--- config.mk ---
export PLATFORM = sky130hd
export DESIGN_NAME = tmw_timer
export DESIGN_NICKNAME = d
export VERILOG_FILES = /design/src/tmw_timer.v
export VERILOG_INCLUDE_DIRS = /design/src
export SDC_FILE = /design/constraint.sdc
export NUM_CORES = 1
export LEC_CHECK = 0
export ABC_AREA = 1
export BUFFER_PORTS_ARGS = -buffer_cell sky130_fd_sc_hd__buf_2
export CAP_MARGIN = 10
export CORE_ASPECT_RATIO = 0.75
export CORE_MARGIN = 3
export CORE_UTILIZATION = 35
export DETAILED_ROUTE_END_ITERATION = 12
export PLACE_DENSITY = 0.49
export SYNTH_ARGS = -nofsm -noshare
export SYNTH_HDL_FRONTEND = slang
export SYNTH_SLANG_ARGS = --single-unit
--- constraint.sdc ---
create_clock -name hclk -period 2.77 [get_ports hclk]
set_input_delay 0.277 -clock hclk [delete_from_list [all_inputs] [get_ports hclk]]
set_output_delay 0.277 -clock hclk [all_outputs]
set_load 0.005 [all_outputs]
--- src/tmw_regs.vh ---
// tmw_regs.vh - register map, field codes and fixed values of the
// 16-bit waveform timer; included by tmw_timer.v, definitions only
`ifndef TMW_REGS_VH
`define TMW_REGS_VH

// byte offsets on the register bus
`define TMW_A_CTRL_A  8'h00
`define TMW_A_CTRL_B  8'h04
`define TMW_A_COUNT   8'h08
`define TMW_A_CMP_A   8'h0c
`define TMW_A_CMP_B   8'h10
`define TMW_A_CMP_C   8'h14
`define TMW_A_CAPT    8'h18
`define TMW_A_FLAGS   8'h1c

// reset values
`define TMW_RST_CTRL_A 8'h00
`define TMW_RST_CTRL_B 5'h00
`define TMW_RST_16     16'h0000

// fixed TOP values
`define TMW_TOP_MAX   16'hffff
`define TMW_TOP_8     16'h00ff
`define TMW_TOP_9     16'h01ff
`define TMW_TOP_10    16'h03ff

// waveform modes
`define TMW_M_NORMAL  4'h0
`define TMW_M_PC8     4'h1
`define TMW_M_PC9     4'h2
`define TMW_M_PC10    4'h3
`define TMW_M_CTC_A   4'h4
`define TMW_M_FP8     4'h5
`define TMW_M_FP9     4'h6
`define TMW_M_FP10    4'h7
`define TMW_M_PFC_CAP 4'h8
`define TMW_M_PFC_A   4'h9
`define TMW_M_PC_CAP  4'ha
`define TMW_M_PC_A    4'hb
`define TMW_M_CTC_CAP 4'hc
`define TMW_M_RSVD    4'hd
`define TMW_M_FP_CAP  4'he
`define TMW_M_FP_A    4'hf

// tick source codes
`define TMW_CS_STOP   3'h0
`define TMW_CS_DIV1   3'h1
`define TMW_CS_DIV8   3'h2
`define TMW_CS_DIV64  3'h3
`define TMW_CS_DIV256 3'h4
`define TMW_CS_DIV1K  3'h5
`define TMW_CS_FALL   3'h6
`define TMW_CS_RISE   3'h7

// prescaler terminal masks
`define TMW_PRE_8     10'h007
`define TMW_PRE_64    10'h03f
`define TMW_PRE_256   10'h0ff
`define TMW_PRE_1K    10'h3ff

// output action codes
`define TMW_ACT_OFF   2'h0
`define TMW_ACT_TOG   2'h1
`define TMW_ACT_CLR   2'h2
`define TMW_ACT_SET   2'h3

// field positions
`define TMW_F_MODE_LO 1:0
`define TMW_F_MODE_HI 4:3
`define TMW_F_CS      2:0
`define TMW_F_OVF     0

`endif

--- src/tmw_timer.v ---
// tmw_timer.v - 16-bit timer with three waveform channels and an
// AHB-Lite register slave.
// assumes one clock, synchronous inputs, a single bus master.
// Summary of operation
// - synchronous counter, tick is only a clock enable
// - buffered compare loads at mode update point
// - bottom events mirror top event timing
// - control A: actions A/B/C, low mode bits
// - supported nonzero action replaces pin port function, except in mode 13
// - action meaning depends on waveform mode class
// - non-PWM: off, toggle, clear, set on match
// - fast PWM: clear/set on match, opposite at TOP
// - fast PWM toggle only channel A, modes 14/15
// - fast PWM compare equal TOP: TOP action only
// - dual slope: code sets direction-dependent level
// - dual slope toggle only channel A, modes 8-11
// - mode joins control A and B bits
// - modes 0, 4, 12: immediate update, overflow MAX
// - modes 1-3: fixed TOP, update TOP, flag BOTTOM
// - modes 5-7: fixed TOP, update and flag TOP
// - modes 8, 9: update and flag at BOTTOM
// - modes 10/11 and 14/15 variable TOP
// - tick source: stop, divide, external edges
// - bottom flag set with compare reload tick in modes 8, 9
`timescale 1ns/100ps
`include "tmw_regs.vh"

module tmw_timer #(
    parameter PRE_W = 10
) (
    input  wire        hclk,
    input  wire        hresetn,
    input  wire        ce,
    input  wire        hsel,
    input  wire [7:0]  haddr,
    input  wire [1:0]  htrans,
    input  wire        hwrite,
    input  wire [2:0]  hsize,
    input  wire [31:0] hwdata,
    input  wire        hready,
    output wire        hreadyout,
    output wire        hresp,
    output reg  [31:0] hrdata,
    input  wire        ext_tick_pin,
    output wire        wave_out_a,
    output wire        wave_out_b,
    output wire        wave_out_c,
    output wire        wave_pin_own_a,
    output wire        wave_pin_own_b,
    output wire        wave_pin_own_c
);

// ----------------------------------------------------------------
// registers
// ----------------------------------------------------------------
reg  [7:0]       wave_control_a;
reg  [4:0]       wave_control_b;
reg  [15:0]      count_value;
reg  [15:0]      capture_value;
reg              count_up;
reg              overflow_flag;
reg  [PRE_W-1:0] prescale;
reg              ext_prev;
reg              d_act;
reg              d_wr;
reg  [7:0]       d_addr;
reg  [15:0]      cmp_buf [0:2];
reg  [15:0]      cmp_act [0:2];
reg  [2:0]       wave_lvl;
reg  [2:0]       compare_match_flag;
reg              tick;
reg  [15:0]      top;
reg  [31:0]      rd_mux;

wire [3:0] waveform_mode_select;
wire [2:0] tick_source_select;
wire       accept;
wire       wr_now;
wire [15:0] wdata;
wire [2:0] own_w;

// ----------------------------------------------------------------
// mode decode
// ----------------------------------------------------------------
assign waveform_mode_select = {wave_control_b[`TMW_F_MODE_HI],
                               wave_control_a[`TMW_F_MODE_LO]};
assign tick_source_select = wave_control_b[`TMW_F_CS];

wire m_rsvd = (waveform_mode_select == `TMW_M_RSVD);
wire m_fast = (waveform_mode_select == `TMW_M_FP8)
           || (waveform_mode_select == `TMW_M_FP9)
           || (waveform_mode_select == `TMW_M_FP10)
           || (waveform_mode_select == `TMW_M_FP_CAP)
           || (waveform_mode_select == `TMW_M_FP_A);
wire m_pfc  = (waveform_mode_select == `TMW_M_PFC_CAP)
           || (waveform_mode_select == `TMW_M_PFC_A);
wire m_pc_v = (waveform_mode_select == `TMW_M_PC_CAP)
           || (waveform_mode_select == `TMW_M_PC_A);
wire m_pc_f = (waveform_mode_select == `TMW_M_PC8)
           || (waveform_mode_select == `TMW_M_PC9)
           || (waveform_mode_select == `TMW_M_PC10);
wire m_dual = m_pfc || m_pc_v || m_pc_f;
wire m_npwm = !m_fast && !m_dual && !m_rsvd;
wire m_fix  = m_pc_f || (m_fast && !waveform_mode_select[3]);
wire fast_tog = (waveform_mode_select == `TMW_M_FP_CAP)
             || (waveform_mode_select == `TMW_M_FP_A);
wire dual_tog = m_pfc || m_pc_v;

// TOP source per mode
always @* begin
    case (waveform_mode_select)
        `TMW_M_PC8, `TMW_M_FP8:    top = `TMW_TOP_8;
        `TMW_M_PC9, `TMW_M_FP9:    top = `TMW_TOP_9;
        `TMW_M_PC10, `TMW_M_FP10:  top = `TMW_TOP_10;
        `TMW_M_CTC_A, `TMW_M_PFC_A,
        `TMW_M_PC_A, `TMW_M_FP_A:  top = cmp_act[0];
        `TMW_M_CTC_CAP, `TMW_M_PFC_CAP,
        `TMW_M_PC_CAP, `TMW_M_FP_CAP: top = capture_value;
        default:                   top = `TMW_TOP_MAX;
    endcase
end

wire at_top = (count_value == top);
wire at_bot = (count_value == `TMW_RST_16);
wire at_max = (count_value == `TMW_TOP_MAX);

// compare reload point: immediate, TOP or BOTTOM
wire upd_ev = tick && ((m_pfc && at_bot)
           || ((m_fast || m_pc_v || m_pc_f) && at_top));
// overflow point: MAX in non-PWM, TOP in fast PWM, BOTTOM in every dual slope mode
wire ovf_ev = tick && ((m_npwm && at_max)
           || (m_fast && at_top)
           || (m_dual && at_bot));

// ----------------------------------------------------------------
// tick source
// ----------------------------------------------------------------
always @* begin
    tick = 1'b0;
    if (ce && !m_rsvd) begin
        case (tick_source_select)
            `TMW_CS_DIV1:   tick = 1'b1;
            `TMW_CS_DIV8:   tick = (prescale[9:0] & `TMW_PRE_8)
                                   == `TMW_PRE_8;
            `TMW_CS_DIV64:  tick = (prescale[9:0] & `TMW_PRE_64)
                                   == `TMW_PRE_64;
            `TMW_CS_DIV256: tick = (prescale[9:0] & `TMW_PRE_256)
                                   == `TMW_PRE_256;
            `TMW_CS_DIV1K:  tick = (prescale[9:0] & `TMW_PRE_1K)
                                   == `TMW_PRE_1K;
            `TMW_CS_FALL:   tick = ext_prev && !ext_tick_pin;
            `TMW_CS_RISE:   tick = !ext_prev && ext_tick_pin;
            default:        tick = 1'b0;
        endcase
    end
end

always @(posedge hclk or negedge hresetn) begin
    if (!hresetn) begin
        prescale <= {PRE_W{1'b0}};
        ext_prev <= 1'b0;
    end else if (ce) begin
        ext_prev <= ext_tick_pin;
        if (tick_source_select == `TMW_CS_STOP)
            prescale <= {PRE_W{1'b0}};
        else
            prescale <= prescale + 1'b1;
    end
end

// ----------------------------------------------------------------
// bus slave
// ----------------------------------------------------------------
assign hreadyout = ce;
assign hresp     = 1'b0;
assign accept    = ce && hready && hsel && htrans[1];
assign wr_now    = ce && d_act && d_wr;
assign wdata     = hwdata[15:0];

wire wr_ctrl_a = wr_now && (d_addr == `TMW_A_CTRL_A);
wire wr_ctrl_b = wr_now && (d_addr == `TMW_A_CTRL_B);
wire wr_count  = wr_now && (d_addr == `TMW_A_COUNT);
wire wr_capt   = wr_now && (d_addr == `TMW_A_CAPT);
wire wr_flags  = wr_now && (d_addr == `TMW_A_FLAGS);
wire [2:0] wr_cmp;
assign wr_cmp[0] = wr_now && (d_addr == `TMW_A_CMP_A);
assign wr_cmp[1] = wr_now && (d_addr == `TMW_A_CMP_B);
assign wr_cmp[2] = wr_now && (d_addr == `TMW_A_CMP_C);

always @(posedge hclk or negedge hresetn) begin
    if (!hresetn) begin
        d_act  <= 1'b0;
        d_wr   <= 1'b0;
        d_addr <= 8'h00;
    end else if (ce && hready) begin
        d_act  <= hsel && htrans[1];
        d_wr   <= hwrite;
        d_addr <= haddr;
    end
end

// read data captured in the address phase, shown in the data phase
always @* begin
    rd_mux = 32'h0000_0000;
    if (haddr == `TMW_A_CTRL_A)
        rd_mux[7:0] = wave_control_a;
    else if (haddr == `TMW_A_CTRL_B)
        rd_mux[4:0] = wave_control_b;
    else if (haddr == `TMW_A_COUNT)
        rd_mux[15:0] = count_value;
    else if (haddr == `TMW_A_CMP_A)
        rd_mux[15:0] = cmp_buf[0];
    else if (haddr == `TMW_A_CMP_B)
        rd_mux[15:0] = cmp_buf[1];
    else if (haddr == `TMW_A_CMP_C)
        rd_mux[15:0] = cmp_buf[2];
    else if (haddr == `TMW_A_CAPT)
        rd_mux[15:0] = capture_value;
    else if (haddr == `TMW_A_FLAGS)
        rd_mux[3:0] = {compare_match_flag, overflow_flag};
end

always @(posedge hclk or negedge hresetn) begin
    if (!hresetn)
        hrdata <= 32'h0000_0000;
    else if (accept && !hwrite)
        hrdata <= rd_mux;
end

// ----------------------------------------------------------------
// control registers
// ----------------------------------------------------------------
always @(posedge hclk or negedge hresetn) begin
    if (!hresetn) begin
        wave_control_a <= `TMW_RST_CTRL_A;
        wave_control_b <= `TMW_RST_CTRL_B;
        capture_value  <= `TMW_RST_16;
    end else begin
        if (wr_ctrl_a)
            wave_control_a <= hwdata[7:0];
        if (wr_ctrl_b)
            wave_control_b <= hwdata[4:0];
        if (wr_capt)
            capture_value <= wdata;
    end
end

// ----------------------------------------------------------------
// counter
// ----------------------------------------------------------------
always @(posedge hclk or negedge hresetn) begin
    if (!hresetn) begin
        count_value <= `TMW_RST_16;
        count_up    <= 1'b1;
    end else if (ce) begin
        if (wr_count) begin
            count_value <= wdata;
        end else if (m_rsvd) begin
            count_value <= `TMW_RST_16;
            count_up    <= 1'b1;
        end else if (tick) begin
            if (!m_dual) begin
                if (at_top)
                    count_value <= `TMW_RST_16;
                else
                    count_value <= count_value + 1'b1;
            end else if (count_up) begin
                if (at_top) begin
                    count_up    <= 1'b0;
                    count_value <= count_value - 1'b1;
                end else begin
                    count_value <= count_value + 1'b1;
                end
            end else begin
                if (at_bot) begin
                    count_up    <= 1'b1;
                    count_value <= count_value + 1'b1;
                end else begin
                    count_value <= count_value - 1'b1;
                end
            end
        end
    end
end

// overflow flag: hardware set wins over a write-one clear
always @(posedge hclk or negedge hresetn) begin
    if (!hresetn)
        overflow_flag <= 1'b0;
    else if (ovf_ev)
        overflow_flag <= 1'b1;
    else if (wr_flags && hwdata[`TMW_F_OVF])
        overflow_flag <= 1'b0;
end

// ----------------------------------------------------------------
// compare channels
// ----------------------------------------------------------------
genvar i;
generate
    for (i = 0; i < 3; i = i + 1) begin : g_ch
        wire [1:0] act = wave_control_a[7-2*i:6-2*i];
        wire tog_ok = (i == 0) && (m_fast ? fast_tog
                                          : dual_tog);
        wire match = tick && (count_value == cmp_act[i]);
        wire [15:0] wmask = m_fix ? (wdata & top) : wdata;

        // pin ownership follows a supported nonzero action field, never in mode 13
        assign own_w[i] = (act != `TMW_ACT_OFF)
                       && !m_rsvd
                       && !(act == `TMW_ACT_TOG
                            && !m_npwm && !tog_ok);

        always @(posedge hclk or negedge hresetn) begin
            if (!hresetn) begin
                cmp_buf[i] <= `TMW_RST_16;
                cmp_act[i] <= `TMW_RST_16;
            end else if (ce) begin
                if (wr_cmp[i])
                    cmp_buf[i] <= wmask;
                if (wr_cmp[i] && m_npwm)
                    cmp_act[i] <= wmask;
                else if (upd_ev)
                    cmp_act[i] <= cmp_buf[i];
                else if (m_npwm)
                    cmp_act[i] <= cmp_buf[i];
            end
        end

        always @(posedge hclk or negedge hresetn) begin
            if (!hresetn)
                compare_match_flag[i] <= 1'b0;
            else if (match)
                compare_match_flag[i] <= 1'b1;
            else if (wr_flags && hwdata[i+1])
                compare_match_flag[i] <= 1'b0;
        end

        // output level by mode class and action code
        always @(posedge hclk or negedge hresetn) begin
            if (!hresetn) begin
                wave_lvl[i] <= 1'b0;
            end else if (tick) begin
                if (m_npwm) begin
                    if (match) begin
                        case (act)
                            `TMW_ACT_TOG: wave_lvl[i] <= !wave_lvl[i];
                            `TMW_ACT_CLR: wave_lvl[i] <= 1'b0;
                            `TMW_ACT_SET: wave_lvl[i] <= 1'b1;
                            default:      wave_lvl[i] <= wave_lvl[i];
                        endcase
                    end
                end else if (m_fast) begin
                    if (act[1]) begin
                        if (at_top)
                            wave_lvl[i] <= !act[0];
                        else if (match)
                            wave_lvl[i] <= act[0];
                    end else if (act[0] && tog_ok && match) begin
                        wave_lvl[i] <= !wave_lvl[i];
                    end
                end else if (m_dual) begin
                    if (act[1]) begin
                        if (match)
                            wave_lvl[i] <= act[0] ~^ count_up;
                    end else if (act[0] && tog_ok && match) begin
                        wave_lvl[i] <= !wave_lvl[i];
                    end
                end
            end
        end
    end
endgenerate

// ----------------------------------------------------------------
// outputs
// ----------------------------------------------------------------
assign wave_out_a     = wave_lvl[0];
assign wave_out_b     = wave_lvl[1];
assign wave_out_c     = wave_lvl[2];
assign wave_pin_own_a = own_w[0];
assign wave_pin_own_b = own_w[1];
assign wave_pin_own_c = own_w[2];

endmodule // tmw_timer

; Yosys cells after proc, flatten, opt, wreduce, memory -nomap -nowiden
; Index checks and enable logic that the tools add are counted.
[totals]
output_inout_bits = 40
elab_cells = 300
register_bits = 186
in_bits = 52
[classes]
eq_ne = 66
add_sub_neg = 3
bitwise_logic = 5
muxes = 79
n_reduce_logical = 123
[op_table]
columns = op, n
row1 = two-way mux 16 bit, 22
row2 = case mux 16 bit (5 select lines), 1
row3 = equality test 16 bit, 4
row4 = "equality test 8 x 5 -> 1 bit, second input constant", 8
row5 = logical AND 1 bit, 50
row6 = two-way mux 1 bit, 44
row7 = "equality test 4 bit, second input constant", 8
row8 = "equality test 8 x 4 -> 1 bit, second input constant", 4
row9 = nonzero test 2 bit, 13
row10 = logical NOT 1 bit, 18
row11 = logical OR 1 bit, 17
row12 = "adder 16 x 1 -> 16 bit, second input constant", 1
row13 = bitwise AND 16 bit, 1
row14 = "equality test 16 bit, second input constant", 1
row15 = "equality test 4 x 3 -> 1 bit, second input constant", 4
row16 = "equality test 8 x 3 -> 1 bit, second input constant", 2
row17 = logical NOT 16 bit, 1
row18 = logical NOT 8 bit, 2
row19 = two-way mux 8 bit, 2
row20 = AND reduction 8 bit, 2
row21 = "subtractor 16 x 1 -> 16 bit, second input constant", 1
row22 = "equality test 3 bit, second input constant", 5
row23 = nonzero test 3 bit, 5
row24 = AND reduction 2 bit, 7
row25 = other kinds (28), 53

; Longest topological paths before layout
; Gate-level depths: netlist of run 1.
[logic_depth]
ltp_word = 13
mapped_depth = 22
ltp_nobuf = 18

; Worst setup path before layout of run 1
; OpenSTA, ideal clock, no wires.
[synth_path]
path_type = reg2reg
start = register count_value[1]
end = register cmp_act[46] (netlist name)
synth_period_minus_slack_ps = 2475
n_path_buf = 3
setup_slack_ps = 295
t_arrival_ps = 2358
stages_incl_launch_ff = 19
setup_ps = 117
t_required_ps = 2653
path_cell_list = dfrtp_1 -> clkbuf_1 -> inv_1 -> ha_1 -> nand2_1 -> nor2_2 -> nand3_1 -> nor2_2 -> inv_2 -> nor3_1 -> nand3_1 -> nand2_1 -> nand2_1 -> nand2_2 -> nand2_2 -> buf_6 -> buf_6 -> nand2_1 -> nand2_1
[synth_via]
elab_chain_cells = 6
word_cells_on_any_way = 10
cone_classes = 1 x eq/ne / 2 x mux / 7 x reduce/logical
[synth_rtl]
columns = element, line_no
row1 = start: declaration, tmw_timer.v:58  ; reg [15:0] count_value;
row2 = start signal: assignment, tmw_timer.v:253  ; count_value <= `TMW_RST_16;
row3 = start signal: assignment, tmw_timer.v:257  ; count_value <= wdata;
row4 = start signal: assignment, tmw_timer.v:259  ; count_value <= `TMW_RST_16;
row5 = equality test 16 bit or logical NOT 16 bit (tied branches), --
row6 = "logical AND 1 bit, on equally long branches", "tmw_timer.v:129, tmw_timer.v:128"
row7 = logical OR 1 bit *, tmw_timer.v:129  ; || ((m_fast || m_pc_v || m_pc_f) && at_top));
row8 = logical AND 1 bit *, tmw_timer.v:128  ; wire upd_ev = tick && ((m_pfc && at_bot)
row9 = nonzero test 3 bit (no source line) or two-way mux 16 bit (tied branches), --
row10 = AND reduction 2 bit (no source line) or two-way mux 16 bit (tied branches), --
row11 = end signal: indexed assignment, tmw_timer.v:317  ; cmp_act[i] <= `TMW_RST_16;
row12 = end signal: indexed assignment, tmw_timer.v:322  ; cmp_act[i] <= wmask;
row13 = end signal: indexed assignment, tmw_timer.v:324  ; cmp_act[i] <= cmp_buf[i];
row14 = end: declaration, tmw_timer.v:68  ; reg [15:0] cmp_act [0:2];
; Every way passes the cells marked *; elsewhere a longest branch is shown, timed or not.
; A chain may end at the register's enable or synchronous reset.

; Worst setup path after layout of run 1
[layout_path]
start = register wave_control_a[1]
end = register cmp_act[46] (netlist name)
[layout_via]
elab_chain_cells = 12
word_cells_on_any_way = 54
cone_classes = 16 x eq/ne / 5 x mux / 1 x bitwise / 32 x reduce/logical
[layout_rtl]
columns = element, line_no
row1 = start: declaration, tmw_timer.v:56  ; reg [7:0] wave_control_a;
row2 = start signal: assignment, tmw_timer.v:235  ; wave_control_a <= `TMW_RST_CTRL_A;
row3 = start signal: assignment, tmw_timer.v:240  ; wave_control_a <= hwdata[7:0];
row4 = "parallel branches: the longest is 12 deep, another holds case mux 16 bit (5 select lines)", --
; Parallel ways; which one is timed is not known.

==> implementation parameters, run 1 <==
Parameter                              Value

Run status
  Run status ... finished, final reports clean

Global routing
  Met2 layer usage reported by global route ... ~37%
  First-pass GRT wire length ... roughly 65000 um
  GR met1 Demand/Resource ... approximately 36%
  Number of antenna violations at the first check in global routing ... 0
  Pin count of the biggest net entering global routing ... 70
  Via count of the first global-routing pass ... 10632
  Busiest grt layer ... met2
  Met3 track demand over resource in global routing ... roughly 3.5%
  GRT overflow ... 0
  All-layer global routing usage ... about a quarter

Placement
  Placed standard-cell area ... 12810 um^2
  HPWL Detailed ... 31720 um
  Placer's final routability congestion estimate ... ~0.9
  Number of buffer cells added on primary ports ... 54

Pwr
  Leakage power ... about 6.5 nW
  Switching power total ... a little under 2 mW
  Total power consumption of the routed design ... around 6.5 mW
  Switching Share ... between 30% and 40%
  Part of the power in the clock network ... 37.6%
  Worst vdd ir ... between 0.2 and 0.3 mV
  Power share of the combinational group ... between 10% and 20%
  Power per cell area ... between 400 and 500 nW/um^2
  Int Pwr ... 4.518 mW
  Part of the power in registers ... 45.6%

Timing
  Timing-limited maximum frequency ... around 380 MHz
  Part of the cycle the worst path needs ... about 96%
  Slew Viols, Final ... 0
  Worst slew pin tran ... around 0.8 ns
  Remaining max-slew budget at the tightest pin ... a little under half
  Endpoints failing setup ... 0
  Summed negative setup slack over all endpoints ... 0 ns
  Min Hold Slack ... about 0.087 ns
  Post-Route Skew ... ~0.012 ns
  Final critical-path required period ... between 2 and 3 ns
  Final Hold Viols ... 0

Clock tree
  Deepest level of the CTS H-tree ... 4
  Worst-Skew Late Latency ... roughly 0.45 ns
  Clock net sink count ... 186
  Max clock buf depth ... 2
  CTS Buf Count ... 17
  Clk root buf ... clkbuf_16
  Clock Pin Slew Worst Setup and Hold Paths ... around 0.07 ns
  TritonCTS clock tree ... done

Synthesis
  Top post-synthesis cells by area ... dfrtp_1 40%, nand2_1 16%, o21ai_0 8.1%, nand3_1 5.5%, inv_1 4.0%
  Most instantiated flip-flop cell in the synthesis netlist ... dfrtp_1
  Area fraction of the dominant cell type after synthesis ... between 30% and 40%
  Number of storage elements in the synthesis netlist ... about 190
  Cell accounting for the most synthesized area ... dfrtp_1
  Post-synthesis adder-cell area fraction ... less than 1%
  Number of distinct library cell variants in the gate-level netlist after synthesis ... 40
  Most instantiated cells after synthesis ... 497 x nand2_1, 188 x o21ai_0, 185 x dfrtp_1
  Post-Synthesis Mean Instance Area ... roughly 7 um^2
  Syn Inst Count ... 1642
  EDFF count, synth ... 0
  Most frequent cell after synthesis ... nand2_1
  Proportion of synthesized chip area in sequential cells ... 40.16%
  Number of warnings reported in the yosys synthesis log ... 0
  Fraction of synthesized cell area in xor and xnor cells ... between 4 and 5%
  Area share of and/or/nand/nor cells after synthesis ... between 30% and 40%
  Share of synthesized area spent on multiplexers ... 0%
  Synth Area in Compound Gates ... roughly 15%
  Largest family of logic cells by synthesized area ... simple AND/OR/NAND/NOR gates
  Area of the mapped netlist ... approximately 12000 um^2
  FFs w/ async S/R, synth ... 100.0%

Layout
  Syn-to-layout area delta ... 17.66%
  Fraction of final layout cells sized beyond drive strength 1 ... 14.25%
  # nets final ... 1799
  Fill cells ... roughly 3400
  Finished layout cell area ... between 10000 and 15000 um^2
  Diode insertion count for antenna repair ... 0

Setup path
  Cell type with the highest occurrence count on the critical path ... nand2_1
  Maximum fanout encountered on the critical timing path ... 8
  Kind of cell adding the most delay to the critical path ... simple AND/OR/NAND/NOR gates
  Crit path launch type ... flip-flop
  Critical path buffers and inverters ... 3
  Data arrival, critical path ... 2.99 ns
  Sequence of cells on the critical path ... inv_2, nand2_1, nand2_2, nand3_4, nand2_4, buf_4, nand3_1, nand2_1, nand2_1, nor2_2, nand2_1, nor2_1, nand3_1, nand2_1, nand2_1, nand2_4, nand2_8, clkbuf_16, nand2_1, nand2_1
  Endpoint required time on the critical path ... 3.11 ns
  Crit Path Category ... reg -> reg
  Worst path slowest cell ... dfrtp_2
  Nature of the critical path endpoint ... flip-flop
  Worst path max stage delay ... approximately 0.47 ns

Floorplanning
  X dimension of the die ... between 200 and 250 um
  Full die area ... approximately 35000 um^2
  Count of pins on the block boundary ... 92
  Height of the die ... 163.6 um
  Initial Util ... 35.65%
  Standard cell core area ... 32520 um^2
  Placement row count ... 57

Routing
  Routed wire per std cell ... around 20 um
  Via-to-Cell Ratio ... 5.250
  Number of iterations in the first detailed-routing pass ... 5
  DRC Markers ... 0
  Via count of the routed design ... roughly 12000
  DRT iter0 DRCs ... approximately 1200
  DRT antenna net count ... 0
  Detailed Route WL ... approximately 44000 um

Job
  Number of max-cap violations ... 0

Min path
  Hold Crit Class ... in -> reg
[power groups by stage]
stage	logic (mW)	registers, mW	clock network, mW
4_1_cts	0.997	2.95	2.47
6_report	1.09	2.95	2.43
3_3_place_gp	0.982	3.00	0
2_1_floorplan	0.625	2.96	0
3_5_place_dp	0.991	3.00	0
5_1_grt	1.21	2.96	2.57
[metrics by stage]
stage	cells	worst slack, ns	utilization (%)
floorplan	1658	0.2954	-
detailed placement	2152	0.09893	39.38
finish	2197	0.1136	41.94
CTS	2184	0.06993	41.11
global route	2197	-0.02310	41.94
global placement	2152	0.06416	39.38
[cell families after synthesis]
logic type | after synthesis
AO/OA/AOI/OAI | 311
XOR/XNOR | 57
adder cells (fa/ha/maj) | 4
buffers and inverters | 243
flip-flops | 186
other | 1
AND/OR/NAND/NOR | 840
[layout make-up]
class / count / area, um^2 / area share (%)
clock inverter: 11 / 96.34 / 0.7064
tap: 442 / 553.0 / 4.055
inverter: 137 / 514.2 / 3.770
multi-input combinational: 1232 / 6031 / 44.22
timing repair buffer: 169 / 1329 / 9.742
clock buffer: 20 / 456.7 / 3.348
sequential: 186 / 4659 / 34.16
[layout by cell type (no fill, tap or decap), types with 9 or more instances in the layout]
cell	n
a21oi_1	82
a22oi_1	9
buf_12	9
buf_2	53
buf_4	99
clkbuf_16	20
conb_1	17
dfrtp_1	182
inv_1	124
nand2_1	496
nand3_1	126
nand4_1	59
nor2_1	95
nor3_1	20
o21ai_0	188
or2_2	9
xnor2_1	26
xor2_1	31
[per-layer routing]
layer / up-vias / wire, um
met5: - / 0
met2: 419 / 18590
met1: 5467 / 20920
li1: 5589 / -
met3: 59 / 2879
met4: 0 / 1163
[what timing repair did]
action / in CTS / in global routing
setup endpoints to repair: 0 / 67
hold buffers: 1 / 0
resized for setup: 0 / 23
endpoints found under the hold margin: 64 / 0
setup buffers: 0 / 6
[tightest hold or removal path: stages]
cell     delay (ns)
buf_2          0.09
inv_1          0.05
o21ai_0        0.08
[flip-flops by register name, indices dropped and copies added, names as in the netlist, 3 cells and up]
| register | flops |
|---|---|
| hrdata | 16 |
| wave_control_a | 8 |
| d_addr | 8 |
| cmp_act | 48 |
| compare_match_flag | 3 |
| prescale | 10 |
| wave_control_b | 5 |
| cmp_buf | 48 |
| capture_value | 16 |
| count_value | 16 |
[final timing paths]
| path | endpoint | cells after the start | startpoint | slack [ns] |
|---|---|---|---|---|
| worst max-delay path | cmp_act[46] | 20 | wave_control_a[1] | 0.11 |
| worst min-delay path | d_wr | 3 | hwrite | 0.09 |
| worst max register to register | cmp_act[46] | 20 | wave_control_a[1] | 0.11 |
| worst min register to register | hrdata[4] | 2 | hrdata[4] | 0.48 |
| max in group asynchronous | cmp_buf[41] | 3 | hresetn | 1.55 |
| min in group asynchronous | prescale[2] | 2 | hresetn | 0.41 |
No activity file was read; power rests on OpenSTA's default activity.
==> run 2, diff against run 1 <==
--- a/config.mk
+++ b/config.mk
@@ -11,9 +11,9 @@
 export CAP_MARGIN = 10
 export CORE_ASPECT_RATIO = 0.75
 export CORE_MARGIN = 3
-export CORE_UTILIZATION = 35
+export CORE_UTILIZATION = 50
 export DETAILED_ROUTE_END_ITERATION = 12
-export PLACE_DENSITY = 0.49
+export PLACE_DENSITY = 0.66
 export SYNTH_ARGS = -nofsm -noshare
 export SYNTH_HDL_FRONTEND = slang
 export SYNTH_SLANG_ARGS = --single-unit
==> run 2 against run 1 <==
Sequential share of layout area decreased by 0.24 points. Critical endpoint is now wave_pin_own_a. Maximum frequency decreased by 1.0%. Setup slack got worse by 0.027 ns. Clock-buffer cell count increased by 4. Highest routed layer is now met5. Die area decreased by 29%.
==> implementation parameters, run 2 (synthesis results as in run 1) <==
Parameter                              Value

Pwr
  Part of the power in the clock network ... 36.4% (-1.2 points)
  Switching power total ... 1.903 mW (-2.5%)
  Int Pwr ... 4.524 mW (+0.15%)
  Total power consumption of the routed design ... 6.427 mW (-0.65%)
  Leakage power ... 6.645 nW (+1.5%)
  Worst vdd ir ... 0.4651 mV (+58%)
  Power per cell area ... 467.8 nW/um^2 (-1.4%)
  Power share of the combinational group ... 17.9% (+1.1 points)
  Part of the power in registers ... 45.7% (about the same)
  Switching Share ... 29.61% (-0.56 points)

Setup path
  Crit Path Category ... reg -> out
  Crit path launch type ... flip-flop
  Worst path max stage delay ... 0.49 ns (+0.02 ns)
  Sequence of cells on the critical path ... buf_4, nor2_1, inv_1, nand2_1, nor2_2, buf_4, o31ai_1, inv_1, buf_2
  Critical path buffers and inverters ... 5 (+2)
  Endpoint required time on the critical path ... 2.49 ns (-0.62 ns)
  FF-to-FF setup slack ... 0.09 ns (-0.03 ns)
  Kind of cell adding the most delay to the critical path ... buffers and inverters
  R2r startpoint ... wave_control_a[0]
  Maximum fanout encountered on the critical timing path ... 7 (-1)
  Data arrival, critical path ... 2.41 ns (-0.58 ns)
  Worst path slowest cell ... dfrtp_2
  R2R depth ... 20 (unchanged)
  Nature of the critical path endpoint ... output pin
  Worst reg2reg path endpoint ... cmp_act[37]

Layout
  Most frequent cells in the layout ... 481 x nand2_1, 188 x o21ai_0, 181 x dfrtp_1, 125 x inv_1, 123 x nand3_1
  Top Registers ... cmp_act: 48 flops, cmp_buf: 48 flops
  Final core occ ... 61.32% (+19 points)
  Most common cell after layout, fill and taps aside ... nand2_1
  Register area ... 4661 um^2 (about the same)
  Fill cells ... 2021 (-41%)
  Area taken by multi-input logic gates ... 6188 um^2 (+2.6%)
  Syn-to-layout area delta ... 18.51%
  Diode insertion count for antenna repair ... 0 (unchanged)
  Finished layout cell area ... 13740 um^2 (+0.73%)
  Fraction of final layout cells sized beyond drive strength 1 ... 16.50% (+2.3 points)
  Filler-free cell count of the finished design ... 2058 (-6.3%)
  # nets final ... 1809 (+0.56%)

Timing
  Remaining max-slew budget at the tightest pin ... 33.10% (-14 points)
  Worst slew pin tran ... 1.001 ns (+0.2134 ns)
  Final Hold Viols ... 0 (unchanged)
  Final critical-path required period ... 2.684 ns (+0.02717 ns)
  Part of the cycle the worst path needs ... 96.88% (+0.98 points)
  Post-Route Skew ... 0.01114 ns (-0.0005217 ns)
  Summed negative setup slack over all endpoints ... 0 ns (unchanged)
  Timing-limited maximum frequency ... 372.6 MHz (-1.0%)
  Endpoints failing setup ... 0 (unchanged)
  Slew Viols, Final ... 0 (unchanged)

Min path
  Hold Crit Class ... in -> reg
  Number of cells on the worst hold path ... 3 (unchanged)
  Endpoint, Worst Hold ... ext_prev
  Start point of the worst hold path ... ext_tick_pin

Routing
  DRT iter0 DRCs ... 1420 (+21%)
  Routed wire per std cell ... 19.77 um (-0.24%)
  Via count of the routed design ... 11849 (+2.7%)
  Via-to-Cell Ratio ... 5.758 (+9.7%)
  DRT antenna net count ... 0 (unchanged)
  Detailed Route WL ... 40700 um (-6.6%)
  DRC Markers ... 0 (unchanged)
  Number of iterations in the first detailed-routing pass ... 5 (unchanged)

Floorplanning
  Height of the die ... 137.9 um (-16%)
  Standard cell core area ... 22410 um^2 (-31%)
  Full die area ... 25070 um^2 (-29%)
  Placement row count ... 47 (-18%)
  Count of pins on the block boundary ... 92 (unchanged)
  X dimension of the die ... 181.8 um (-16%)
  Initial Util ... 51.74% (+16 points)

Placement
  Number of buffer cells added on primary ports ... 54 (unchanged)
  HPWL Detailed ... 28650 um (-9.7%)
  Placer's final routability congestion estimate ... 0.9751 (+7.0%)
  Placed standard-cell area ... 12670 um^2 (-1.1%)
  Number of cells after detailed placement ... 2009 (-6.6%)

Global routing
  All-layer global routing usage ... 31.42% (+7.0 points)
  Pin count of the biggest net entering global routing ... 71 (+1.4%)
  Via count of the first global-routing pass ... 10541 (-0.86%)
  First-pass GRT wire length ... 60720 um (-7.1%)
  Number of antenna violations at the first check in global routing ... 1 (+1)
  GRT overflow ... 0 (unchanged)

Clock tree
  Worst-Skew Late Latency ... 0.45 ns (about the same)
  CTS Buf Count ... 17 (unchanged)
  TritonCTS clock tree ... done
  Clock net sink count ... 186 (unchanged)
  Deepest level of the CTS H-tree ... 4 (unchanged)
  Clock Pin Slew Worst Setup and Hold Paths ... 0.07 ns (about the same)
  Clk root buf ... clkbuf_16
  Max clock buf depth ... 2 (unchanged)

Job
  Number of max-cap violations ... 0 (unchanged)

Run status
  Run status ... finished, final reports clean
## run 2: changes by cell type in the layout (fill, tap and decap cells not counted), sizes merged
cell	before	now
buf	164	174
clkbuf	24	28
inv	134	132
bufinv	1	0
clkinv	11	10
clkinvlp	2	1
## run 2: cell type report
class                           instances  area share (%)
Clock buffer                           24           3.652
Clock inverter                          6          0.2914
Inverter                              137           3.816
Multi-Input combinational cell       1232           45.05
Sequential cell                       186           33.93
Tap cell                              294           2.678
Timing Repair Buffer                  179           10.59
## run 2: metal layers
layer	up-vias	GRT usage, %	wire, um
li1	5605	-	-
met1	5561	45.63	17950
met2	621	46.83	17540
met3	60	7.368	4217
met4	2	9.556	973
met5	-	0	13
## run 2: how the worst max path moves through the flow
stage | start | endpoint | slack [ns] | cells after the start
after global routing | wave_control_a[0] | cmp_act[14] | -0.05 | 20
final | wave_control_b[3] | wave_pin_own_a | 0.09 | 9
after detailed placement | count_value[0] | cmp_act[14] | 0.08 | 16
after CTS | count_value[0] | cmp_act[46] | 0.05 | 16
after global placement | wave_control_a[0] | wave_out_b | 0.12 | 19
after floorplan | count_value[1] | cmp_act[46] | 0.30 | 18
## run 2: stage by stage
step                      hold slack, ns  setup WS, ns
after floorplan                 -0.01859        0.2954
after global placement            0.3260        0.1155
after detailed placement          0.3267       0.08098
after CTS                        0.06220       0.04528
after global routing              0.1073      -0.04684
final                            0.07876       0.08640
## run 2: power by group through the flow
| stage | sequential [mW] | clock, mW | combinational [mW] |
|---|---|---|---|
| global route | 2.95 | 2.47 | 1.26 |
| global placement | 2.98 | 0 | 0.972 |
| floorplan | 2.96 | 0 | 0.625 |
| finish | 2.94 | 2.34 | 1.15 |
| detailed placement | 2.98 | 0 | 0.989 |
| CTS | 2.93 | 2.37 | 0.995 |
## run 2: what timing repair did
item | 4_1_cts | 5_1_grt
setup buffers | 0 | 9
hold buffers | 1 | 0
resized for setup | 0 | 73
endpoints found under the setup margin | 0 | 66
hold endpoints to repair | 65 | 0
## run 2: tightest hold or removal path: stages
cell and delay, ns:
buf_2 0.10, nand2_1 0.05, o21ai_0 0.06
